===== src/logic/cao_map.svh =====
`ifndef CAO_MAP_SVH
`define CAO_MAP_SVH
`define CAO_BIT_RAM_BASE 8'h20
`define CAO_UPPER_BASE 8'h80
`define CAO_SFR_BIT_LOW_MASK 8'h07
`define CAO_NOMINAL_CLKS 4'h4
`define CAO_WAIT_W 3
`define CAO_OP_INC_A 8'h04
`define CAO_OP_INC_DIR 8'h05
`define CAO_OP_INC_IND 8'h06
`define CAO_OP_INC_REG 8'h08
`define CAO_OP_DEC_A 8'h14
`define CAO_OP_DEC_DIR 8'h15
`define CAO_OP_DEC_IND 8'h16
`define CAO_OP_DEC_REG 8'h18
`define CAO_OP_ADD 8'h20
`define CAO_OP_ADD_WITH_CARRY 8'h30
`define CAO_OP_ORL 8'h40
`define CAO_OP_ANL 8'h50
`define CAO_OP_XRL 8'h60
`define CAO_OP_SUBTRACT_WITH_BORROW 8'h90
`define CAO_OP_SHORT_RELATIVE_JUMP 8'h80
`define CAO_OP_FAR_JUMP 8'h02
`define CAO_OP_FAR_CALL 8'h12
`define CAO_OP_CODE_TABLE_READ_PC 8'h83
`define CAO_OP_CODE_TABLE_READ_DP 8'h93
`define CAO_OP_INC_DP 8'hA3
`define CAO_OP_SWAP 8'hC4
`define CAO_OP_XTRN_IND_RD 8'hE2
`define CAO_OP_XTRN_IND_WR 8'hF2
`define CAO_OP_CLR_BIT 8'hC2
`define CAO_OP_SET_BIT 8'hD2
`define CAO_LOW5_PAGE 5'h01
`define CAO_LOW5_CALL 5'h11
`define CAO_FORM_DIR_A 4'h2
`define CAO_FORM_DIR_IMM 4'h3
`define CAO_FORM_IMM 4'h4
`define CAO_FORM_DIR 4'h5
`define CAO_FORM_IND 4'h6
`define CAO_FORM_IND1 4'h7
`endif


===== src/logic/cao_pkg.sv =====
package cao_pkg;
	typedef enum logic [2:0] {
		CAO_FETCH = 3'b000,
		CAO_OPND1 = 3'b001,
		CAO_OPND2 = 3'b011,
		CAO_EXEC = 3'b010,
		CAO_EXEC2 = 3'b110
	} cao_state_e;
endpackage


===== src/logic/cao_cycle_timer.sv =====
`timescale 1ns/1ps
`include "cao_map.svh"
// Paces machine cycles from wait states and the clock divider setting.
module cao_cycle_timer (
	input wire logic clk_i,
	input wire logic sys_rst_i,
	input wire logic [2:0] core_clock_divider_ctl_i,
	input wire logic [2:0] bus_wait_state_ctl_i,
	input wire logic stretch_i,
	output logic cycle_end_o
);
	logic [10:0] cnt_reg;
	logic [10:0] len;
	assign len = (11'(`CAO_NOMINAL_CLKS) + 11'(bus_wait_state_ctl_i)) << core_clock_divider_ctl_i; // RULE_07
	always_ff @(posedge clk_i) begin
		if (sys_rst_i) begin
			cnt_reg <= 11'h000;
		end else if (stretch_i) begin
			cnt_reg <= cnt_reg; // RULE_08
		end else if (cnt_reg >= len - 11'h001) begin
			cnt_reg <= 11'h000;
		end else begin
			cnt_reg <= cnt_reg + 11'h001;
		end
	end
	assign cycle_end_o = !stretch_i && (cnt_reg >= len - 11'h001); // RULE_08
endmodule // cao_cycle_timer


===== src/logic/cao_core.sv =====
`timescale 1ns/1ps
`include "cao_map.svh"
// Notes on behaviour
// RULE_01: External accesses with an 8-bit pointer-register address are unsupported.
// RULE_02: Code-table read fetches program byte at accumulator plus pointer into accumulator.
// RULE_03: Short jump adds signed second byte to the instruction pointer.
// RULE_04: Page jump keeps upper five address bits, takes eleven from the instruction.
// RULE_05: Far jump and call use the two following bytes as target.
// RULE_06: Bit set and clear alter one bit in 20h-2Fh or aligned registers.
// RULE_07: Nominal machine cycle length follows wait states and clock divider.
// RULE_08: A machine cycle stretches only on prefetch stall or branch miss.
// RULE_09: Add, add with carry, subtract with borrow take one cycle.
// RULE_10: Subtract with borrow removes operand and carry from the accumulator.
// RULE_11: Increment and decrement take one cycle; direct form is two bytes.
// RULE_12: Data pointer increment is one byte and two machine cycles.
// RULE_13: AND, OR and XOR into the accumulator take one cycle.
// RULE_14: Logic result into a direct byte is two bytes, one cycle.
// RULE_15: Logic of immediate into a direct byte is three bytes, two cycles.
// RULE_16: Nibble exchange swaps accumulator halves in one byte, one cycle.
// RULE_17: Indirect accesses in the upper range reach upper RAM, never registers.
// RULE_18: Register forms pick a working register from opcode bits two to zero.
// RULE_19: Bit addresses below 80h map onto bytes 20h-2Fh, above onto registers.
module cao_core #(
	parameter int ADDR_W = 16
) (
	input wire logic clk_i,
	input wire logic sys_rst_i,
	input wire logic [2:0] core_clock_divider_ctl_i,
	input wire logic [2:0] bus_wait_state_ctl_i,
	input wire logic prefetch_queue_stall_i,
	input wire logic branch_target_cache_miss_i,
	input wire logic [7:0] code_data_i,
	input wire logic [7:0] data_rd_i,
	output logic [ADDR_W-1:0] code_addr_o,
	output logic [7:0] data_addr_o,
	output logic data_sfr_sel_o,
	output logic data_wr_o,
	output logic [7:0] data_wr_data_o,
	output logic [7:0] accumulator_o,
	output logic [ADDR_W-1:0] instruction_pointer_o,
	output logic [ADDR_W-1:0] data_pointer_16_o,
	output logic carry_o,
	output logic illegal_op_o,
	output logic [2:0] cycles_o,
	output logic [1:0] length_o,
	output logic instr_done_o
);
	cao_pkg::cao_state_e state_reg;
	logic [7:0] op_reg;
	logic [7:0] b1_reg;
	logic [7:0] b2_reg;
	logic [7:0] accumulator_reg;
	logic carry_reg;
	logic [ADDR_W-1:0] ip_reg;
	logic [ADDR_W-1:0] dp_reg;
	logic [7:0] wreg_reg [8];
	logic [7:0] daddr_reg;
	logic dsfr_reg;
	logic dwr_reg;
	logic [7:0] dwd_reg;
	logic ill_reg;
	logic done_reg;
	logic [2:0] cyc_reg;
	logic [1:0] len_reg;
	logic [ADDR_W-1:0] caddr_reg;
	logic cycle_end;
	logic [1:0] need_len;
	logic [2:0] need_cyc;
	logic [3:0] form;
	logic [7:0] opnd;
	logic [8:0] alu;
	logic [7:0] logic_res;
	logic is_alu;
	logic is_logic;
	logic [2:0] rsel;
	logic [7:0] bit_byte;
	logic bit_sfr;
	logic acc_form;
	logic is_ind;
	logic is_bit_op;
	cao_cycle_timer u_timer (
		.clk_i(clk_i),
		.sys_rst_i(sys_rst_i),
		.core_clock_divider_ctl_i(core_clock_divider_ctl_i), // RULE_07
		.bus_wait_state_ctl_i(bus_wait_state_ctl_i),
		.stretch_i(prefetch_queue_stall_i | branch_target_cache_miss_i), // RULE_08
		.cycle_end_o(cycle_end)
	);
	assign form = op_reg[3:0];
	assign rsel = op_reg[2:0]; // RULE_18
	// Accumulator-target forms take a register, indirect, direct or immediate source.
	assign acc_form = op_reg[3] || (form >= `CAO_FORM_IMM);
	assign is_ind = (form == `CAO_FORM_IND) || (form == `CAO_FORM_IND1); // RULE_17
	assign is_bit_op = (op_reg == `CAO_OP_CLR_BIT) || (op_reg == `CAO_OP_SET_BIT);
	assign is_alu = (op_reg[7:4] == `CAO_OP_ADD >> 4) || (op_reg[7:4] == `CAO_OP_ADD_WITH_CARRY >> 4)
		|| (op_reg[7:4] == `CAO_OP_SUBTRACT_WITH_BORROW >> 4);
	assign is_logic = (op_reg[7:4] == `CAO_OP_ORL >> 4) || (op_reg[7:4] == `CAO_OP_ANL >> 4)
		|| (op_reg[7:4] == `CAO_OP_XRL >> 4);
	// Bit address decode into a byte address and its space.
	assign bit_sfr = b1_reg[7]; // RULE_19
	assign bit_byte = bit_sfr ? (b1_reg & ~`CAO_SFR_BIT_LOW_MASK) : (`CAO_BIT_RAM_BASE + {4'h0, b1_reg[6:3]}); // RULE_06
	// Instruction length and machine-cycle count per opcode.
	always_comb begin
		need_len = 2'h1;
		need_cyc = 3'h1;
		if (is_alu || is_logic) begin
			if (op_reg[3]) begin
				need_len = 2'h1; // RULE_18
			end else if (is_ind) begin
				need_len = 2'h1;
			end else if (form == `CAO_FORM_IMM || form == `CAO_FORM_DIR) begin
				need_len = 2'h2; // RULE_09
			end else if (is_logic && form == `CAO_FORM_DIR_A) begin
				need_len = 2'h2; // RULE_14
			end else if (is_logic && form == `CAO_FORM_DIR_IMM) begin
				need_len = 2'h3; // RULE_15
				need_cyc = 3'h2;
			end
		end
		case (op_reg)
			`CAO_OP_INC_DIR, `CAO_OP_DEC_DIR: need_len = 2'h2; // RULE_11
			`CAO_OP_INC_DP, `CAO_OP_CODE_TABLE_READ_PC, `CAO_OP_CODE_TABLE_READ_DP: need_cyc = 3'h2; // RULE_12
			`CAO_OP_SHORT_RELATIVE_JUMP, `CAO_OP_CLR_BIT, `CAO_OP_SET_BIT: need_len = 2'h2;
			`CAO_OP_FAR_JUMP, `CAO_OP_FAR_CALL: begin
				need_len = 2'h3;
				need_cyc = 3'h2;
			end
			default: begin
				if (op_reg[4:0] == `CAO_LOW5_PAGE || op_reg[4:0] == `CAO_LOW5_CALL) begin
					need_len = 2'h2;
					need_cyc = 3'h2;
				end
			end
		endcase
	end
	// Source operand: working register, indirect, direct or immediate.
	always_comb begin
		opnd = data_rd_i;
		if (op_reg[3]) begin
			opnd = wreg_reg[rsel]; // RULE_18
		end else if (form == `CAO_FORM_IMM) begin
			opnd = b1_reg;
		end
	end
	always_comb begin
		alu = {1'b0, accumulator_reg} + {1'b0, opnd};
		if (op_reg[7:4] == `CAO_OP_ADD_WITH_CARRY >> 4) begin
			alu = {1'b0, accumulator_reg} + {1'b0, opnd} + {8'h00, carry_reg}; // RULE_09
		end else if (op_reg[7:4] == `CAO_OP_SUBTRACT_WITH_BORROW >> 4) begin
			alu = {1'b0, accumulator_reg} - {1'b0, opnd} - {8'h00, carry_reg}; // RULE_10
		end
	end
	always_comb begin
		logic_res = accumulator_reg | opnd;
		if (op_reg[7:4] == `CAO_OP_ANL >> 4) begin
			logic_res = accumulator_reg & opnd;
		end else if (op_reg[7:4] == `CAO_OP_XRL >> 4) begin
			logic_res = accumulator_reg ^ opnd; // RULE_13
		end
	end
	// Sequencer: fetch opcode and operand bytes, then execute.
	always_ff @(posedge clk_i) begin
		if (sys_rst_i) begin
			state_reg <= cao_pkg::CAO_FETCH;
		end else if (cycle_end) begin
			case (state_reg)
				cao_pkg::CAO_FETCH: state_reg <= cao_pkg::CAO_OPND1;
				cao_pkg::CAO_OPND1: state_reg <= (need_len == 2'h3) ? cao_pkg::CAO_OPND2 : cao_pkg::CAO_EXEC;
				cao_pkg::CAO_OPND2: state_reg <= cao_pkg::CAO_EXEC;
				cao_pkg::CAO_EXEC: state_reg <= (need_cyc == 3'h2) ? cao_pkg::CAO_EXEC2 : cao_pkg::CAO_FETCH;
				cao_pkg::CAO_EXEC2: state_reg <= cao_pkg::CAO_FETCH;
				default: state_reg <= cao_pkg::CAO_FETCH;
			endcase
		end
	end
	// Byte capture and code address walk.
	always_ff @(posedge clk_i) begin
		if (sys_rst_i) begin
			op_reg <= 8'h00;
			b1_reg <= 8'h00;
			b2_reg <= 8'h00;
			caddr_reg <= '0;
		end else if (cycle_end) begin
			case (state_reg)
				cao_pkg::CAO_FETCH: begin
					op_reg <= code_data_i;
					caddr_reg <= ip_reg + ADDR_W'(1);
				end
				cao_pkg::CAO_OPND1: begin
					b1_reg <= code_data_i;
					caddr_reg <= ip_reg + ADDR_W'(2);
				end
				cao_pkg::CAO_OPND2: b2_reg <= code_data_i;
				cao_pkg::CAO_EXEC: begin
					if (op_reg == `CAO_OP_CODE_TABLE_READ_DP) begin
						caddr_reg <= dp_reg + ADDR_W'(accumulator_reg); // RULE_02
					end else if (op_reg == `CAO_OP_CODE_TABLE_READ_PC) begin
						caddr_reg <= ip_reg + ADDR_W'(1) + ADDR_W'(accumulator_reg); // RULE_02
					end
				end
				default: caddr_reg <= ip_reg;
			endcase
		end else if (state_reg == cao_pkg::CAO_FETCH) begin
			caddr_reg <= ip_reg;
		end
	end
	// Instruction pointer update at the end of each instruction.
	always_ff @(posedge clk_i) begin
		if (sys_rst_i) begin
			ip_reg <= '0;
		end else if (cycle_end && ((state_reg == cao_pkg::CAO_EXEC && need_cyc == 3'h1)
				|| state_reg == cao_pkg::CAO_EXEC2)) begin
			if (op_reg == `CAO_OP_SHORT_RELATIVE_JUMP) begin
				ip_reg <= ip_reg + ADDR_W'(2) + ADDR_W'(signed'(b1_reg)); // RULE_03
			end else if (op_reg == `CAO_OP_FAR_JUMP || op_reg == `CAO_OP_FAR_CALL) begin
				ip_reg <= {b1_reg, b2_reg}; // RULE_05
			end else if (op_reg[4:0] == `CAO_LOW5_PAGE || op_reg[4:0] == `CAO_LOW5_CALL) begin
				ip_reg <= {ip_reg[15:11] + ((ip_reg[10:0] + 11'h002) < 11'h002 ? 5'h01 : 5'h00),
					op_reg[7:5], b1_reg}; // RULE_04
			end else begin
				ip_reg <= ip_reg + ADDR_W'(need_len);
			end
		end
	end
	// Accumulator, carry, data pointer and working registers.
	always_ff @(posedge clk_i) begin
		if (sys_rst_i) begin
			accumulator_reg <= 8'h00;
			carry_reg <= 1'b0;
			dp_reg <= '0;
		end else if (cycle_end && state_reg == cao_pkg::CAO_EXEC) begin
			if (is_alu && acc_form) begin
				accumulator_reg <= alu[7:0]; // RULE_09
				carry_reg <= alu[8];
			end else if (is_logic && acc_form) begin
				accumulator_reg <= logic_res; // RULE_13
			end else if (op_reg == `CAO_OP_INC_A) begin
				accumulator_reg <= accumulator_reg + 8'h01; // RULE_11
			end else if (op_reg == `CAO_OP_DEC_A) begin
				accumulator_reg <= accumulator_reg - 8'h01; // RULE_11
			end else if (op_reg == `CAO_OP_SWAP) begin
				accumulator_reg <= {accumulator_reg[3:0], accumulator_reg[7:4]}; // RULE_16
			end else if (op_reg == `CAO_OP_INC_DP) begin
				dp_reg <= dp_reg + ADDR_W'(1); // RULE_12
			end
		end else if (cycle_end && state_reg == cao_pkg::CAO_EXEC2) begin
			if (op_reg == `CAO_OP_CODE_TABLE_READ_PC || op_reg == `CAO_OP_CODE_TABLE_READ_DP) begin
				accumulator_reg <= code_data_i; // RULE_02
			end
		end
	end
	always_ff @(posedge clk_i) begin
		if (sys_rst_i) begin
			for (int i = 0; i < 8; i++) begin
				wreg_reg[i] <= 8'h00;
			end
		end else if (cycle_end && state_reg == cao_pkg::CAO_EXEC && op_reg[3]) begin
			if (op_reg[7:4] == `CAO_OP_INC_REG >> 4) begin
				wreg_reg[rsel] <= wreg_reg[rsel] + 8'h01; // RULE_11
			end else if (op_reg[7:4] == `CAO_OP_DEC_REG >> 4) begin
				wreg_reg[rsel] <= wreg_reg[rsel] - 8'h01; // RULE_11
			end
		end
	end
	// Data space address and write strobe.
	always_ff @(posedge clk_i) begin
		if (sys_rst_i) begin
			daddr_reg <= 8'h00;
			dsfr_reg <= 1'b0;
			dwr_reg <= 1'b0;
			dwd_reg <= 8'h00;
		end else begin
			dwr_reg <= 1'b0;
			if (state_reg == cao_pkg::CAO_EXEC || state_reg == cao_pkg::CAO_EXEC2) begin
				if (is_ind) begin
					daddr_reg <= wreg_reg[{2'b00, op_reg[0]}];
					dsfr_reg <= 1'b0; // RULE_17
				end else if (is_bit_op) begin
					daddr_reg <= bit_byte;
					dsfr_reg <= bit_sfr; // RULE_19
				end else begin
					daddr_reg <= b1_reg;
					dsfr_reg <= b1_reg >= `CAO_UPPER_BASE;
				end
			end
			if (cycle_end && state_reg == cao_pkg::CAO_EXEC) begin
				if (is_bit_op) begin
					dwr_reg <= 1'b1;
					dwd_reg <= op_reg == `CAO_OP_SET_BIT ? (data_rd_i | (8'h01 << b1_reg[2:0]))
						: (data_rd_i & ~(8'h01 << b1_reg[2:0])); // RULE_06
				end else if (op_reg == `CAO_OP_INC_DIR || op_reg == `CAO_OP_INC_IND) begin
					dwr_reg <= 1'b1;
					dwd_reg <= data_rd_i + 8'h01; // RULE_11
				end else if (op_reg == `CAO_OP_DEC_DIR || op_reg == `CAO_OP_DEC_IND) begin
					dwr_reg <= 1'b1;
					dwd_reg <= data_rd_i - 8'h01; // RULE_11
				end else if (is_logic && form == `CAO_FORM_DIR_A) begin
					dwr_reg <= 1'b1;
					dwd_reg <= data_rd_i & accumulator_reg; // RULE_14
					if (op_reg[7:4] == `CAO_OP_ORL >> 4) dwd_reg <= data_rd_i | accumulator_reg;
					if (op_reg[7:4] == `CAO_OP_XRL >> 4) dwd_reg <= data_rd_i ^ accumulator_reg;
				end
			end else if (cycle_end && state_reg == cao_pkg::CAO_EXEC2 && is_logic && form == `CAO_FORM_DIR_IMM) begin
				dwr_reg <= 1'b1;
				dwd_reg <= data_rd_i & b2_reg; // RULE_15
				if (op_reg[7:4] == `CAO_OP_ORL >> 4) dwd_reg <= data_rd_i | b2_reg;
				if (op_reg[7:4] == `CAO_OP_XRL >> 4) dwd_reg <= data_rd_i ^ b2_reg;
			end
		end
	end
	// Status: completion pulse, length, cycle count, unsupported op flag.
	always_ff @(posedge clk_i) begin
		if (sys_rst_i) begin
			done_reg <= 1'b0;
			ill_reg <= 1'b0;
			cyc_reg <= 3'h0;
			len_reg <= 2'h0;
		end else begin
			done_reg <= cycle_end && ((state_reg == cao_pkg::CAO_EXEC && need_cyc == 3'h1)
				|| state_reg == cao_pkg::CAO_EXEC2);
			if (cycle_end && state_reg == cao_pkg::CAO_EXEC) begin
				cyc_reg <= need_cyc;
				len_reg <= need_len;
				ill_reg <= (op_reg[7:1] == `CAO_OP_XTRN_IND_RD >> 1)
					|| (op_reg[7:1] == `CAO_OP_XTRN_IND_WR >> 1); // RULE_01
			end
		end
	end
	assign code_addr_o = caddr_reg;
	assign data_addr_o = daddr_reg;
	assign data_sfr_sel_o = dsfr_reg;
	assign data_wr_o = dwr_reg;
	assign data_wr_data_o = dwd_reg;
	assign accumulator_o = accumulator_reg;
	assign instruction_pointer_o = ip_reg;
	assign data_pointer_16_o = dp_reg;
	assign carry_o = carry_reg;
	assign illegal_op_o = ill_reg;
	assign cycles_o = cyc_reg;
	assign length_o = len_reg;
	assign instr_done_o = done_reg;
endmodule // cao_core


===== config.mk =====
export PLATFORM = sky130hd
export DESIGN_NAME = cao_core
export DESIGN_NICKNAME = d
export VERILOG_FILES = /design/src/logic/cao_pkg.sv /design/src/logic/cao_cycle_timer.sv /design/src/logic/cao_core.sv
export VERILOG_INCLUDE_DIRS = /design/src /design/src/logic
export SDC_FILE = /design/constraint.sdc
export NUM_CORES = 1
export LEC_CHECK = 0
export ABC_AREA = 1
export BUFFER_PORTS_ARGS = -buffer_cell sky130_fd_sc_hd__buf_2
export CAP_MARGIN = 15
export CORE_MARGIN = 2
export CORE_UTILIZATION = 60
export DETAILED_ROUTE_END_ITERATION = 10
export GPL_TIMING_DRIVEN = 0
export PLACE_DENSITY = 0.82
export RECOVER_POWER = 50
export SYNTH_ARGS = -nofsm -noshare
export SYNTH_HDL_FRONTEND = slang
export SYNTH_SLANG_ARGS = --single-unit

===== constraint.sdc =====
create_clock -name clk_i -period 12.7 [get_ports clk_i]
set_clock_uncertainty 0.1 [all_clocks]
set_input_delay 1.905 -clock clk_i [delete_from_list [all_inputs] [get_ports clk_i]]
set_output_delay 1.905 -clock clk_i [all_outputs]
set_load 0.01 [all_outputs]

==> results.py <==
metrics = {
    "run_status": {
        "outcome": "complete, no violations",
    },
    "finish": {
        "largest_register_ffs": 64,
        "drive_gt1_share_pct": 7.492,
        "fin_nets": 2552,
        "area_growth_pct": 8.768,
        "stdcell_count": 2751,
        "antenna_cells": 0,
    },
    "power": {
        "power_density_mw_per_mm2": 77.90,
        "irDropWorstVdd_uv": 67.20,
        "power.leakage_nw": 7.281,
    },
    "floorplan": {
        "die-width_um": 165.5,
        "fp.dieH_um": 165.5,
        "core_mm2": 0.02584,
        "ioPinCount": 108,
        "row_count": 59,
        "initial_utilization_pct": 60.54,
        "die_area_mm2": 0.02738,
    },
    "global_route": {
        "overflow": 0,
        "grt_pass1_vias": 15580,
        "grt_pass1_wl_mm": 84.44,
        "antenna_found_initial": 0,
        "grtUsageTotal_pct": 40.32,
        "grt_start_max_net_pins": 24,
    },
    "detailed_routing": {
        "dr.first_iter.drc_count": 2103,
        "num_vias": 16910,
        "post-route-drc-count": 0,
        "finalWirelength_mm": 54.91,
        "dr.pass1.iters": 6,
        "vias_per_cell": 6.147,
        "wl_per_cell_um": 19.96,
        "drtAntennaViolNets": 0,
    },
    "yosys": {
        "synth.largest_area_cell": "dfxtp_1",
        "netlist_area_mm2": 0.01564,
        "syn_nets": 2428,
        "async_reset_ff_share_pct": 0,
        "yosysWarnings": 0,
        "synth_ff_type": "dfxtp_1",
        "synth_top_area_share_pct": 15.61,
        "ys_seq_elements": 186,
        "synth_area_leaders": "dfxtp_1, edfxtp_1, nand2_1",
        "syn-instance-count": 2279,
        "synth_edf_count": 64,
        "synth_area_per_cell_um2": 6.863,
        "synth_cell_types": 66,
        "synth_seq_area_share_pct": 27.90,
    },
    "clock_tree": {
        "ctsResizeCount": 0,
        "clk_pin_slew_worst_paths_ns": 0.08,
        "htree_num_levels": 4,
        "cts_hold_buf": 0,
        "max-clock-path-buffers": 2,
        "cts_made_buffers": 17,
        "clock_latency_ns": 0.47,
        "ctsRootBufferMaster": "clkbuf_16",
        "cts_setup_buffers": 0,
        "clkSinkCount": 186,
        "cts_tree": "built",
    },
    "setup_path": {
        "timing.rr.end": "data_pointer_16_o[5]",
        "worstSetupEndpointType": "flop",
        "reg2reg_from": "u_timer.cnt_reg[10]",
        "crit_fanout": 10,
        "crit_arrival_ns": 7.55,
        "crit_path_end": "data_pointer_16_o[5]",
        "worstPathRequired_ns": 12.91,
        "cp-start-kind": "input port",
        "path_class": "in -> reg",
        "ff2ff_path_depth": 16,
        "startpoint": "core_clock_divider_ctl_i[0]",
        "r2r_slack_ns": 8.18,
    },
    "timing": {
        "rsz0062_at_grt": "no",
        "min_period_over_period_pct": 57.85,
        "final.setup.tns_ns": 0,
        "period_minus_slack_ns": 7.347,
        "maxSlewHeadroom_pct": 33.40,
        "finalSetupViolations": 0,
        "fmax_mhz": 136.1,
        "finalMaxSlewViolations": 0,
        "final-hold-violation-count": 0,
        "setup_slack_ns": 5.353,
        "worst_pin_slew_ns": 0.9914,
    },
    "placement": {
        "dp_hpwl_mm": 42.68,
        "dpl.cell_count": 2719,
        "gp_congestion": 1.007,
        "pre_cts_slack_ns": 6.338,
        "portBuffers": 105,
    },
    "min_path": {
        "whs_path_depth": 1,
        "hold_path_class": "reg -> reg",
    },
    "flow_run": {
        "max_cap_violations": 0,
    },
}
## metal layers
| layer | wire length [um] | vias to the layer above | track usage, % |
|---|---|---|---|
| li1 | - | 7942 | - |
| met5 | 0 | - | 0 |
| met3 | 5662 | 207 | 7.667 |
| met2 | 24320 | 996 | 64.33 |
| met1 | 21900 | 7765 | 52.18 |
| met4 | 3028 | 0 | 20.30 |
## critical path: stages
cell	delay (ns)
clkbuf_1	0.13
inv_1	0.09
o21ai_0	0.27
nand2_1	0.08
o21ai_0	0.12
nand2_1	0.08
o21ai_0	0.16
nand3_1	0.16
or3_1	0.37
nor3_1	0.20
xnor2_1	0.10
ha_1	0.27
nand2_1	0.06
inv_1	0.09
nand2_1	0.09
nor2_1	0.14
nand2_1	0.06
nand2_1	0.06
nor2_1	0.05
nor2_1	0.71
nand2_1	0.39
nor2_1	0.42
nand2_1	0.26
nor3_1	0.81
nand2_2	0.16
nor3_1	0.23
nor3_2	0.07
## metrics by stage
step                hold WS, ns  total power, W  utilization (%)  area (um2)
floorplan                0.3609       0.0007115                -       15640
global placement         0.3314       0.0007464            64.19       16590
detailed placement       0.3336       0.0007506            64.19       16590
CTS                      0.3531        0.001317            66.64       17220
global route             0.3816        0.001358            65.85       17010
finish                   0.3537        0.001325            65.85       17010
## synthesized netlist by cell type, drive strengths merged, types with 18 or more instances
library cell / number
ha: 116
nor3: 42
dfxtp: 122
o22ai: 18
a21oi: 181
o211ai: 37
edfxtp: 64
o21ai: 238
nand2: 466
inv: 256
nor2: 296
nand3: 110
buf: 38
nand4: 25
xor2: 67
clkbuf: 50
a31oi: 29
## worst min-delay path by stage
stage	startpoint	end	slack, ns
global placement	data_wr_data_o[6]	data_wr_data_o[6]	0.33
global route	code_addr_o[14]	code_addr_o[14]	0.38
floorplan	b2_reg[2]	b2_reg[2]	0.36
detailed placement	data_wr_data_o[6]	data_wr_data_o[6]	0.33
CTS	data_wr_data_o[6]	data_wr_data_o[6]	0.35
finish	data_wr_data_o[6]	data_wr_data_o[6]	0.35
## area by class of cell
type / instances / area (um2)
multi-input combinational: 1745 / 9781
fill: 2467 / 8825
clock inverter: 15 / 206.4
buffer: 88 / 414.1
timing repair buffer: 105 / 422.9
inverter: 260 / 979.7
tap: 335 / 419.2
sequential: 186 / 4364
clock buffer: 17 / 425.4
## where the power goes
group / total, W / leakage [nW] / internal, W / switching, W
logic: 0.000116 / 5.33 / 0.0000342 / 0.0000816
clock network: 0.000586 / 0.306 / 0.000278 / 0.000308
registers: 0.000624 / 1.64 / 0.000621 / 0.00000265
## kinds of logic (layout without fill, tap and decap cells)
group | count (synthesis) | after routing | share of synthesized area, %
AO/OA/AOI/OAI | 570 | 570 | 20.86
XOR/XNOR | 80 | 80 | 4.576
adder cells (fa/ha/maj) | 123 | 123 | 10.18
buffers and inverters | 348 | 485 | 8.975
flip-flops | 186 | 186 | 27.90
multiplexers | 10 | 10 | 0.6400
other | 1 | 1 | 0.02398
AND/OR/NAND/NOR | 961 | 961 | 26.85
## cell usage in the layout (no fill, tap or decap), drive strengths merged, types with 7 or more instances in the layout
master  count
nand2     466
nor2      296
inv       268
o21ai     238
a21oi     181
clkbuf    155
dfxtp     122
ha        116
nand3     110
xor2       67
edfxtp     64
buf        55
nor3       42
o211ai     37
a31oi      29
nand4      25
o22ai      18
a211oi     17
xnor2      13
mux2i      10
o221ai      8
or2         8
fa          7
clkinv      7
(Power assumes the default switching activity.)
